`src/hdl/tmi_pkg.sv`:
```
// Shared constants and carrier types for the thermal monitor interrupt logic
package tmi_pkg;
    // ****************************************************************
    // Register offsets
    // ****************************************************************
    localparam logic [7:0] ADDR_MAIN_CFG   = 8'h00;
    localparam logic [7:0] ADDR_PIN_CFG3   = 8'h07;
    localparam logic [7:0] ADDR_THERMAL_ALARM_N_LIM0 = 8'h0D;
    localparam logic [7:0] ADDR_THERMAL_ALARM_N_LIM1 = 8'h0E;
    localparam logic [7:0] ADDR_THERMAL_ALARM_N_LIM2 = 8'h0F;
    localparam logic [7:0] ADDR_STATUS1    = 8'h20;
    localparam logic [7:0] ADDR_STATUS4    = 8'h23;

    // ****************************************************************
    // Field positions and reset values
    // ****************************************************************
    localparam int CFG_INT_EN      = 1;
    localparam int CFG_INT_CLR     = 2;
    localparam int CFG_THERMAL_ALARM_N_EN    = 4;
    localparam int CFG3_PIN16_GP   = 0;
    localparam int CFG3_CASE_CLR   = 1;
    localparam int ST4_THERMAL_ALARM_N_CHG   = 3;
    localparam int ST4_FAN_EVT     = 4;
    localparam int ST4_CASE        = 6;
    localparam int ST4_PIN16       = 7;
    localparam int AN_SR4_BASE     = 16;
    localparam int AN_CH2_BIT      = 16;
    localparam int AN_CH1_BIT      = 1;
    localparam int AN_CH0_BIT      = 0;
    localparam logic [7:0] MAIN_CFG_RST  = 8'h00;
    localparam logic [7:0] PIN_CFG3_RST  = 8'h00;
    localparam logic [7:0] THERMAL_ALARM_N_LIM_RST = 8'h64;

    // ****************************************************************
    // Sizes and counts
    // ****************************************************************
    localparam int N_AN      = 24;
    localparam int N_FAN     = 8;
    localparam int N_GP      = 17;
    localparam int PIN16     = 16;
    localparam logic [8:0] THERMAL_ALARM_N_HYST      = 9'd5;
    localparam logic [1:0] LOCAL_TEMP_WAIT = 2'd2;

    // ****************************************************************
    // Carriers
    // ****************************************************************
    typedef struct packed {
        logic       valid;
        logic [4:0] index;
        logic [7:0] value;
        logic [7:0] high;
        logic [7:0] low;
    } tmi_meas_s;

    typedef struct packed {
        logic       valid;
        logic [2:0] index;
        logic [7:0] count;
        logic [7:0] limit;
    } tmi_fan_s;
endpackage : tmi_pkg

```
`src/hdl/tmi_thermal_monitor_interrupt.sv`:
```
// Interrupt aggregation and thermal alarm logic of the hardware monitor
`timescale 1ns/10ps

module tmi_thermal_monitor_interrupt (
    input  wire logic              clock_i,
    input  wire logic              rst_i,
    input  wire logic              ce_i,
    // Register access port
    input  wire logic              reg_sel_i,
    input  wire logic              reg_we_i,
    input  wire logic [7:0]        reg_addr_i,
    input  wire logic [7:0]        reg_wdata_i,
    output logic      [7:0]        reg_rdata_o,
    input  wire logic              alert_response_i,
    // Measurement side
    input  wire tmi_pkg::tmi_meas_s meas_i,
    input  wire tmi_pkg::tmi_fan_s  fan_i,
    input  wire logic              local_temp_done_i,
    input  wire logic              monitor_cycle_i,
    input  wire logic              fan_cycle_end_i,
    input  wire logic              automatic_fan_regulation_i,
    input  wire logic              fan_start_stop_i,
    input  wire logic              temp_valid_i,
    input  wire logic [23:0]       temp_i,
    // Masks and pin setup
    input  wire logic [23:0]       analog_mask_i,
    input  wire logic [7:0]        fan_mask_i,
    input  wire logic [16:0]       general_mask_i,
    input  wire logic [16:0]       general_dir_out_i,
    input  wire logic [16:0]       general_polarity_i,
    // Pins
    input  wire logic [16:0]       general_pin_i,
    input  wire logic              case_open_input_i,
    input  wire logic              thermal_alarm_n_i,
    output logic                   thermal_alarm_n_o,
    output logic                   thermal_alarm_n_oe_n_o,
    output logic                   int_n_o,
    output logic                   cooling_full_o,
    // Status views
    output logic [23:0]            analog_status_o,
    output logic [7:0]             fan_status_o,
    output logic [16:0]            general_status_o
);
    import tmi_pkg::*;

    // ****************************************************************
    // Registers and state
    // ****************************************************************
    logic [7:0]       main_configuration;
    logic [7:0]       pin_configuration_three;
    logic [7:0]       thermal_limit [3];
    logic [N_AN-1:0]  an_st;
    logic [N_FAN-1:0] fan_st;
    logic             thermal_alarm_n_chg_st;
    logic             fan_evt_st;
    logic             case_st;
    logic             an_latch;
    logic             fan_latch;
    logic             evt_latch;
    logic [1:0]       an_wait;
    logic             fan_hold;
    logic             thermal_alarm_n_active;
    logic [1:0]       gp_s1 [N_GP];
    logic [N_GP-1:0]  gp_sync;
    logic [1:0]       case_s;
    logic [1:0]       thermal_alarm_n_s;

    // ****************************************************************
    // Pin synchronisers
    // ****************************************************************
    always_ff @(posedge clock_i or posedge rst_i) begin
        if (rst_i) begin
            case_s  <= 2'h0;
            thermal_alarm_n_s <= 2'h3;
        end else if (ce_i) begin
            case_s  <= {case_s[0], case_open_input_i};
            thermal_alarm_n_s <= {thermal_alarm_n_s[0], thermal_alarm_n_i};
        end
    end

    for (genvar g = 0; g < N_GP; g++) begin : g_sync
        always_ff @(posedge clock_i or posedge rst_i) begin
            if (rst_i) begin
                gp_s1[g] <= 2'h0;
            end else if (ce_i) begin
                gp_s1[g] <= {gp_s1[g][0], general_pin_i[g]};
            end
        end
        assign gp_sync[g] = gp_s1[g][1];
    end

    // ****************************************************************
    // Decode
    // ****************************************************************
    wire wr_main  = reg_sel_i && reg_we_i && reg_addr_i == ADDR_MAIN_CFG;
    wire wr_cfg3  = reg_sel_i && reg_we_i && reg_addr_i == ADDR_PIN_CFG3;
    wire rd_st1   = reg_sel_i && !reg_we_i && reg_addr_i == ADDR_STATUS1;
    wire pin16_gp = pin_configuration_three[CFG3_PIN16_GP];
    wire case_clr = pin_configuration_three[CFG3_CASE_CLR];
    wire int_clr  = main_configuration[CFG_INT_CLR];
    // Clear bit is a level: an_latch and fan_latch stay reset while it is high; evt_latch can still be set
    wire clear_any = rd_st1 || alert_response_i || int_clr;

    // Out-of-limit test for a measurement result
    function automatic logic out_of_limit(input logic [7:0] v, input logic [7:0] hi,
                                          input logic [7:0] lo);
        out_of_limit = (v > hi) || (v <= lo);
    endfunction : out_of_limit

    wire meas_out = out_of_limit(meas_i.value, meas_i.high, meas_i.low);
    wire fan_out  = fan_i.count > fan_i.limit;

    // ****************************************************************
    // Thermal alarm with fixed hysteresis
    // ****************************************************************
    logic [2:0] t_over;
    logic [2:0] t_cool;
    for (genvar s = 0; s < 3; s++) begin : g_thermal_alarm_n
        wire [7:0] t = temp_i[8*s +: 8];
        assign t_over[s] = t > thermal_limit[s];
        assign t_cool[s] = ({1'b0, t} + THERMAL_ALARM_N_HYST) <= {1'b0, thermal_limit[s]};
    end
    wire thermal_alarm_n_set   = temp_valid_i && !thermal_alarm_n_active && |t_over;
    wire thermal_alarm_n_rel   = temp_valid_i && thermal_alarm_n_active && &t_cool;
    wire thermal_alarm_n_chg   = thermal_alarm_n_set || thermal_alarm_n_rel;
    // Own drive reaches the synchroniser late; a recent drive is not foreign
    logic [2:0] own_hist;
    always_ff @(posedge clock_i or posedge rst_i) begin
        if (rst_i) begin
            own_hist <= 3'h0;
        end else if (ce_i) begin
            own_hist <= {own_hist[1:0], !thermal_alarm_n_oe_n_o};
        end
    end

    // Our own drive is excluded so only a foreign low counts
    wire ext_low     = !pin16_gp && !thermal_alarm_n_s[1] && !thermal_alarm_n_active &&
                       own_hist == 3'h0;

    // Channel that triggered a set, or channel 0 on release, mapped onto its status bit
    logic [N_AN-1:0] chg_bits;
    always_comb begin
        chg_bits = '0;
        if (thermal_alarm_n_chg) begin
            chg_bits[AN_CH0_BIT] = thermal_alarm_n_set ? t_over[0] : 1'b1;
            chg_bits[AN_CH1_BIT] = thermal_alarm_n_set ? t_over[1] : 1'b0;
            chg_bits[AN_CH2_BIT] = thermal_alarm_n_set ? t_over[2] : 1'b0;
        end
    end

    // ****************************************************************
    // Measurement status next values
    // ****************************************************************
    logic [N_AN-1:0]  next_an_st;
    logic [N_FAN-1:0] next_fan_st;
    always_comb begin
        next_an_st = an_st;
        if (rd_st1) begin
            next_an_st = '0;
        end
        if (meas_i.valid) begin
            next_an_st[meas_i.index] = meas_out;
        end
        next_an_st = next_an_st | chg_bits;
        next_fan_st = rd_st1 ? '0 : fan_st;
        if (fan_i.valid) begin
            next_fan_st[fan_i.index] = fan_out;
        end
    end

    // ****************************************************************
    // Gating of each group
    // ****************************************************************
    wire an_pend  = |(an_st & ~analog_mask_i);
    wire fan_pend = |(fan_st & ~fan_mask_i);
    wire [N_GP-1:0] gp_assert = ~(gp_sync ^ general_polarity_i);
    logic [N_GP-1:0] gp_live;
    always_comb begin
        gp_live = gp_assert & ~general_dir_out_i;
        gp_live[PIN16] = gp_assert[PIN16] && pin16_gp;
    end
    logic [N_GP-1:0] gp_mask;
    always_comb begin
        gp_mask = general_mask_i | general_dir_out_i;
        gp_mask[PIN16] = general_mask_i[PIN16];
    end
    // Pin and case sources stay unlatched so status reads and alert responses cannot hide them
    wire direct_pend = |(gp_live & ~gp_mask) ||
                       (case_st && !analog_mask_i[AN_SR4_BASE + ST4_CASE]);
    wire evt_src = (thermal_alarm_n_chg && !analog_mask_i[AN_SR4_BASE + ST4_THERMAL_ALARM_N_CHG]) ||
                   (fan_start_stop_i && automatic_fan_regulation_i &&
                    !analog_mask_i[AN_SR4_BASE + ST4_FAN_EVT]);
    wire int_on = main_configuration[CFG_INT_EN] && !int_clr &&
                  (an_latch || fan_latch || evt_latch || direct_pend);

    // ****************************************************************
    // Register writes
    // ****************************************************************
    always_ff @(posedge clock_i or posedge rst_i) begin
        if (rst_i) begin
            main_configuration      <= MAIN_CFG_RST;
            pin_configuration_three <= PIN_CFG3_RST;
            for (int i = 0; i < 3; i++) begin
                thermal_limit[i] <= THERMAL_ALARM_N_LIM_RST;
            end
        end else if (ce_i && reg_sel_i && reg_we_i) begin
            if (wr_main) begin
                main_configuration <= reg_wdata_i;
            end
            if (wr_cfg3) begin
                pin_configuration_three <= reg_wdata_i;
            end
            for (int i = 0; i < 3; i++) begin
                if (reg_addr_i == ADDR_THERMAL_ALARM_N_LIM0 + 8'(i)) begin
                    thermal_limit[i] <= reg_wdata_i;
                end
            end
        end
    end

    // ****************************************************************
    // Status bits
    // ****************************************************************
    always_ff @(posedge clock_i or posedge rst_i) begin
        if (rst_i) begin
            an_st        <= '0;
            fan_st       <= '0;
            thermal_alarm_n_chg_st <= 1'b0;
            fan_evt_st   <= 1'b0;
            case_st      <= 1'b0;
        end else if (ce_i) begin
            an_st  <= next_an_st;
            fan_st <= next_fan_st;
            // Set beats the self-clear of a new cycle
            if (thermal_alarm_n_chg) begin
                thermal_alarm_n_chg_st <= 1'b1;
            end else if (monitor_cycle_i || rd_st1) begin
                thermal_alarm_n_chg_st <= 1'b0;
            end
            if (fan_start_stop_i && automatic_fan_regulation_i) begin
                fan_evt_st <= 1'b1;
            end else if (monitor_cycle_i || rd_st1) begin
                fan_evt_st <= 1'b0;
            end
            if (case_s[1]) begin
                case_st <= 1'b1;
            end else if (case_clr) begin
                case_st <= 1'b0;
            end
        end
    end

    // ****************************************************************
    // Interrupt latches and hold-off
    // ****************************************************************
    always_ff @(posedge clock_i or posedge rst_i) begin
        if (rst_i) begin
            an_latch  <= 1'b0;
            fan_latch <= 1'b0;
            evt_latch <= 1'b0;
            an_wait   <= 2'h0;
            fan_hold  <= 1'b0;
        end else if (ce_i) begin
            if (clear_any) begin
                an_latch  <= 1'b0;
                fan_latch <= 1'b0;
                evt_latch <= 1'b0;
                an_wait   <= LOCAL_TEMP_WAIT;
                fan_hold  <= 1'b1;
            end else begin
                if (an_wait != 2'h0) begin
                    if (local_temp_done_i) begin
                        an_wait <= an_wait - 2'h1;
                    end
                end else if (an_pend) begin
                    an_latch <= 1'b1;
                end
                if (fan_hold) begin
                    if (fan_cycle_end_i) begin
                        fan_hold <= 1'b0;
                    end
                end else if (fan_pend) begin
                    fan_latch <= 1'b1;
                end
            end
            // Set beats a clear in the same cycle; edge events fire only once
            if (evt_src) begin
                evt_latch <= 1'b1;
            end
        end
    end

    // ****************************************************************
    // Thermal alarm state and pin outputs
    // ****************************************************************
    always_ff @(posedge clock_i or posedge rst_i) begin
        if (rst_i) begin
            thermal_alarm_n_active           <= 1'b0;
            thermal_alarm_n_oe_n_o <= 1'b1;
            cooling_full_o         <= 1'b0;
            int_n_o                <= 1'b1;
        end else if (ce_i) begin
            if (thermal_alarm_n_set) begin
                thermal_alarm_n_active <= 1'b1;
            end else if (thermal_alarm_n_rel) begin
                thermal_alarm_n_active <= 1'b0;
            end
            thermal_alarm_n_oe_n_o <= !(thermal_alarm_n_active && !pin16_gp);
            cooling_full_o <= main_configuration[CFG_THERMAL_ALARM_N_EN] &&
                              (thermal_alarm_n_active || ext_low);
            int_n_o <= !int_on;
        end
    end
    assign thermal_alarm_n_o = 1'b0;

    // ****************************************************************
    // Read data
    // ****************************************************************
    wire [7:0] st4 = {gp_live[PIN16], case_st, an_st[AN_SR4_BASE + 5], fan_evt_st,
                      thermal_alarm_n_chg_st, an_st[AN_SR4_BASE +: 3]};
    logic [7:0] rd_mux;
    always_comb begin
        unique case (reg_addr_i)
            ADDR_MAIN_CFG:   rd_mux = main_configuration;
            ADDR_PIN_CFG3:   rd_mux = pin_configuration_three;
            ADDR_THERMAL_ALARM_N_LIM0: rd_mux = thermal_limit[0];
            ADDR_THERMAL_ALARM_N_LIM1: rd_mux = thermal_limit[1];
            ADDR_THERMAL_ALARM_N_LIM2: rd_mux = thermal_limit[2];
            ADDR_STATUS1:    rd_mux = an_st[7:0];
            ADDR_STATUS4:    rd_mux = st4;
            default:         rd_mux = 8'h00;
        endcase
    end

    always_ff @(posedge clock_i or posedge rst_i) begin
        if (rst_i) begin
            reg_rdata_o <= 8'h00;
        end else if (ce_i && reg_sel_i && !reg_we_i) begin
            reg_rdata_o <= rd_mux;
        end
    end

    assign analog_status_o  = an_st;
    assign fan_status_o     = fan_st;
    assign general_status_o = gp_live;
endmodule : tmi_thermal_monitor_interrupt

```
`config.mk`:
```
export PLATFORM = sky130hd
export DESIGN_NAME = tmi_thermal_monitor_interrupt
export DESIGN_NICKNAME = d
export VERILOG_FILES = /design/src/hdl/tmi_pkg.sv /design/src/hdl/tmi_thermal_monitor_interrupt.sv
export SDC_FILE = /design/constraint.sdc
export NUM_CORES = 1
export LEC_CHECK = 0
export ABC_AREA = 1
export BUFFER_PORTS_ARGS = -buffer_cell sky130_fd_sc_hd__buf_2
export CAP_MARGIN = 20
export CORE_MARGIN = 8
export CORE_UTILIZATION = 35
export DETAILED_ROUTE_END_ITERATION = 6
export MAX_ROUTING_LAYER = met4
export SLEW_MARGIN = 20
export SYNTH_ARGS = -nofsm -noshare
export SYNTH_HDL_FRONTEND = slang
export SYNTH_SLANG_ARGS = --single-unit
```
`constraint.sdc`:
```
create_clock -name clock_i -period 13.7 [get_ports clock_i]
set_clock_uncertainty 0.1 [all_clocks]
set_input_delay 2.74 -clock clock_i [delete_from_list [all_inputs] [get_ports clock_i]]
set_output_delay 2.74 -clock clock_i [all_outputs]
set_load 0.01 [all_outputs]
```
Word level (Yosys, flattened, before mapping)
Cells that the tools add are included.

Latch bits: 0. Memories kept: 0. Bits in writable memories: 0. Output and inout bits: 61. Bits in registers: 134. Bits in read-only memories: 0. Logic and storage cells: 192. Bits of input ports: 204.

Multipliers: 0. Divide/modulo/power cells: 0. $add $sub $neg: 4. Bitwise operators: 12. Eq/ne operators: 8. Shift operators: 0. Reduce and logical (&&, ||, !) cells: 78. Mux-type cells: 37. Magnitude comparators: 13.

Operator list (number): $pmux 8 s7 (1); $mux 24 (2); $gt 8x8->1 (5); $not 17->17 (2); $add 8x3->9 const B (3); $le 9x8->1 (3); $logic_and 1x1->1 (26); $and 24x24->24 (1); $bwmux 24 (1); $eq 8x4->1 const B (3); $mux 1 (24); $not 24->24 (1); $or 24x17->24 (1); $reduce_or 24->1 (1); $reduce_and 2->1 (10); $reduce_bool 2->1 (10); $and 17x17->17 (1); $reduce_or 17->1 (1); $xor 17x17->17 (1); $and 16x16->16 (1); $eq 8x6->1 const B (2); $mux 8 (2); $not 16->16 (1); $or 16x16->16 (1); 22 further kinds (48).

Longest topological paths before layout
Word-level depth: 9. Gate-level depth with buffers: 19. Gate-level depth less buffers: 19.

Least setup slack after synthesis
OpenSTA, ideal clock, no wires.

Path type: input -> output. From: input general_polarity_i[16]. To: output general_status_o[16]. Stages: 3. Arrival: 3187 ps. Path buffers: 0. Data required time: 10860 ps. Setup slack: 7673 ps. Path through: or2_2 -> nand3_1 -> inv_1.

Word-level cells in the longest chain between the ends: 3.

Ends and longest elaborated chain: start: declaration (RTL line tmi_thermal_monitor_interrupt.sv:30) `input wire logic [16:0] general_polarity_i,`; $xor 17x17->17 (RTL line tmi_thermal_monitor_interrupt.sv:176) `wire [N_GP-1:0] gp_assert = ~(gp_sync ^ general_polarity_i);`; $not 17->17 (RTL line tmi_thermal_monitor_interrupt.sv:176); $logic_and 1x1->1 (RTL line tmi_thermal_monitor_interrupt.sv:180) `gp_live[PIN16] = gp_assert[PIN16] && pin16_gp;`; end: declaration (RTL line tmi_thermal_monitor_interrupt.sv:42) `output logic [16:0] general_status_o`.

No other way between the ends.

Worst setup path in the final report
Ends and elaborated chain as after synthesis.

==> summary.md <==
| Metric | Value |
|---|---|
| Finish-stage setup viols | `0` |
| Postcts setup bufs | `0` |
| Final GP Congestion | `0.831` |
| Synthesized net count | `1512` |
| Hold Path Depth | `2` |
| Worst hold path class | `flip-flop to flip-flop` |
| 1st-iter DRT viols | `470` |
| #FFs+latches synth | `134` |
| Worst-path maximum fanout | `3` |
| Synthesized cell area | `9000 µm²` |
| Clock sinks | `134` |
| Arr. time, crit path | `3.54 ns` |
| Drc violations | `0` |
| Final hold vios | `0` |
| Synth Flop Type | `dfrtp_1` |
| Worst slew pin tran | `0.889 ns` |
| Max Root-Sink Buffers | `2` |
| Rows | `58` |
| Sw Pwr | `0.000369 W` |
| Share of layout cells above drive strength 1 | `0.221` |
| Pint | `0.000856 W` |
| Post-synthesis async set-or-reset flop share | `1.00` |
| Met2 capacity usage during global routing | `0.306` |
| Reg power frac | `0.379` |
| Total of warnings raised by yosys | `0` |
| Global-route wire length before repair | `44700 µm` |
| Sw frac | `0.301` |
| Leakage power | `5.90 nW` |
| Via/cell ratio | `4.82` |
| CP Launch Type | `input port` |
| # hold bufs at CTS | `0` |
| CTS tree | `yes` |
| FMAX | `157 MHz` |
| Initial antenna violation count | `0` |
| Max Cap Viol | `0` |
| Resize count post-CTS | `0` |
| Synth-to-layout area growth | `25.0%` |
| H-Tree Level Count | `4` |
| Synth top area cells | `dfrtp_1 34%, nand2_1 13%, ha_1 11%` |
| Die ar. | `31100 µm²` |
| Synth cell types | `43` |
| Max-Slew Margin vs Limit | `0.406` |
| Clk network pwr share | `0.396` |
| Initial core utilization | `0.357` |
| Number of synthesized flops with an enable pin | `0` |
| Status | `completed` |
| Detail Placement HPWL | `22400 µm` |
| Pwr/cell area | `109 nW/µm²` |
| Grt total ovfl | `0` |
| RSZ-0062 raised after global routing | `false` |
| Sequential element share of the synthesized area | `0.374` |
| Yosys top cell area share | `0.336` |
| DR WL/cell | `15.4 µm` |
| Largest net degree at the start of global routing | `82` |
| GRT met1 Usage | `0.227` |
| Fin area | `11300 µm²` |
| Vias in the first global route | `8644` |
| Maximum VDD drop | `82.1 µV` |
| Max-slew violation count | `0` |
| Grt peak-use layer | `met2` |
| Commonest non-fill, non-tap cell in the layout | `nand2_1` |
| # nets final | `1768` |
| Die extent in x | `176 µm` |
| WHS | `0.369 ns` |
| Worst setup path category | `input port to output port` |
| Final period utilization | `0.466` |
| Area of the core | `25300 µm²` |
| Met3 usage | `0.0376` |
| FF-to-FF path depth | `15` |
| Area after DPL | `10600 µm²` |
| Commonest cells after routing, fill and taps aside | `303 x nand2_1, 262 x buf_2, 193 x inv_1` |
| Root Driver | `clkbuf_16` |
| Vias | `8821` |
| Logic pwr share | `0.225` |
| Post-synthesis cell count | `1232` |
| Port bufs | `262` |
| GRT Total Usage | `0.184` |
| Crit path capture type | `output port` |
| Clock-pin slew on the worst setup and hold paths | `0.06 ns` |
| Min cycle time layout | `6.38 ns` |
| Crit path required time | `10.86 ns` |
| Post-DRT Antenna Nets | `0` |
| Latest clock arrival within the worst-skew pair | `0.42 ns` |
| Setup tns final | `0 ns` |
| Syn Area/Cell | `7.31 µm²` |
| Leading area contributor after synthesis | `dfrtp_1` |
| Num CTS Buffers | `17` |
| IO Pins | `265` |
| WL final | `28300 µm` |
| Die height | `176 µm` |
| Ant diodes | `0` |
| DR pass1 iterations | `5` |
[power groups by stage]
| stage | clock network, W | registers, W | logic (W) |
|---|---|---|---|
| 2_1_floorplan | 0 | 0.000476 | 0.000162 |
| 3_3_place_gp | 0 | 0.000470 | 0.000273 |
| 3_5_place_dp | 0 | 0.000471 | 0.000279 |
| 4_1_cts | 0.000497 | 0.000464 | 0.000280 |
| 5_1_grt | 0.000515 | 0.000470 | 0.000317 |
| 6_report | 0.000485 | 0.000464 | 0.000276 |
[final timing paths]
kind                                              from              endpoint  slack [ns]
worst max register to register       thermal_limit[18]             evt_latch       11.44
worst min-delay path                         gp_s1[20]             gp_s1[20]        0.37
worst min register to register               gp_s1[20]             gp_s1[20]        0.37
max in group asynchronous                        rst_i   analog_status_o[22]        9.88
min in group asynchronous                        rst_i     thermal_limit[23]        2.35
worst max-delay path            general_polarity_i[16]  general_status_o[16]        7.32
[cell families after synthesis]
group,after synthesis,synth area share
fa+ha+maj,76,0.106
xor+xnor,28,0.0272
compound gates,248,0.159
simple gates,517,0.236
flops,134,0.374
other cells,1,0.000416
buf+inv,227,0.0966
mux,1,0.00125
[state kept, by name (all words and copies together), names as in the netlist, 2 cells and up]
signal / flops
reg_rdata_o: 8
fan_status_o: 8
thermal_limit: 24
pin_configuration_three: 8
gp_s1: 34
thermal_alarm_n_s: 2
an_wait: 2
own_hist: 3
main_configuration: 8
analog_status_o: 24
case_s: 2
[cell type report]
cell class | instances | area (µm²)
clock buffers | 19 | 433
fillers | 2658 | 14000
repair buffers | 266 | 1340
flip-flops and latches | 134 | 3370
clock inverters | 13 | 184
well taps | 330 | 413
inverters | 198 | 748
multi-input cells | 871 | 4770
[routing by layer]
layer / vias up / routed length [µm]
met1: 4067 / 12500
met5: - / 0
met3: 24 / 1560
met2: 207 / 13800
met4: 0 / 403
li1: 4523 / -
[synth_stat cells (all sizes together) (2+ instances only)]
library cell  instances
inv                 197
a31oi                 3
clkbuf               13
o22ai                30
a21o                  6
o31ai                 9
or2                   9
nor4                  4
nand2               304
nor3b                 2
nor3                 17
xnor2                 7
dfstp                13
dfrtp               121
nand4                11
xor2                 21
buf                  16
a21oi                71
ha                   76
o211ai               11
o21ai                86
nand3                45
a22oi                27
nor2                125
[through the flow]
stage / utilization / power [W] / setup slack (ns) / std cells
6_report: 0.446 / 0.00123 / 7.32 / 1831
5_1_grt: 0.446 / 0.00130 / 7.23 / 1831
4_1_cts: 0.446 / 0.00124 / 7.28 / 1831
3_5_place_dp: 0.421 / 0.000750 / 7.28 / 1799
3_3_place_gp: 0.421 / 0.000743 / 7.29 / 1799
2_1_floorplan: - / 0.000638 / 7.30 / 1232
[critical path, cell delays in order]
cell	delay (ns)
buf_2	0.11
or2_2	0.29
nand3_1	0.20
inv_1	0.06
buf_2	0.14
Power figures use the tool's default switching activity.
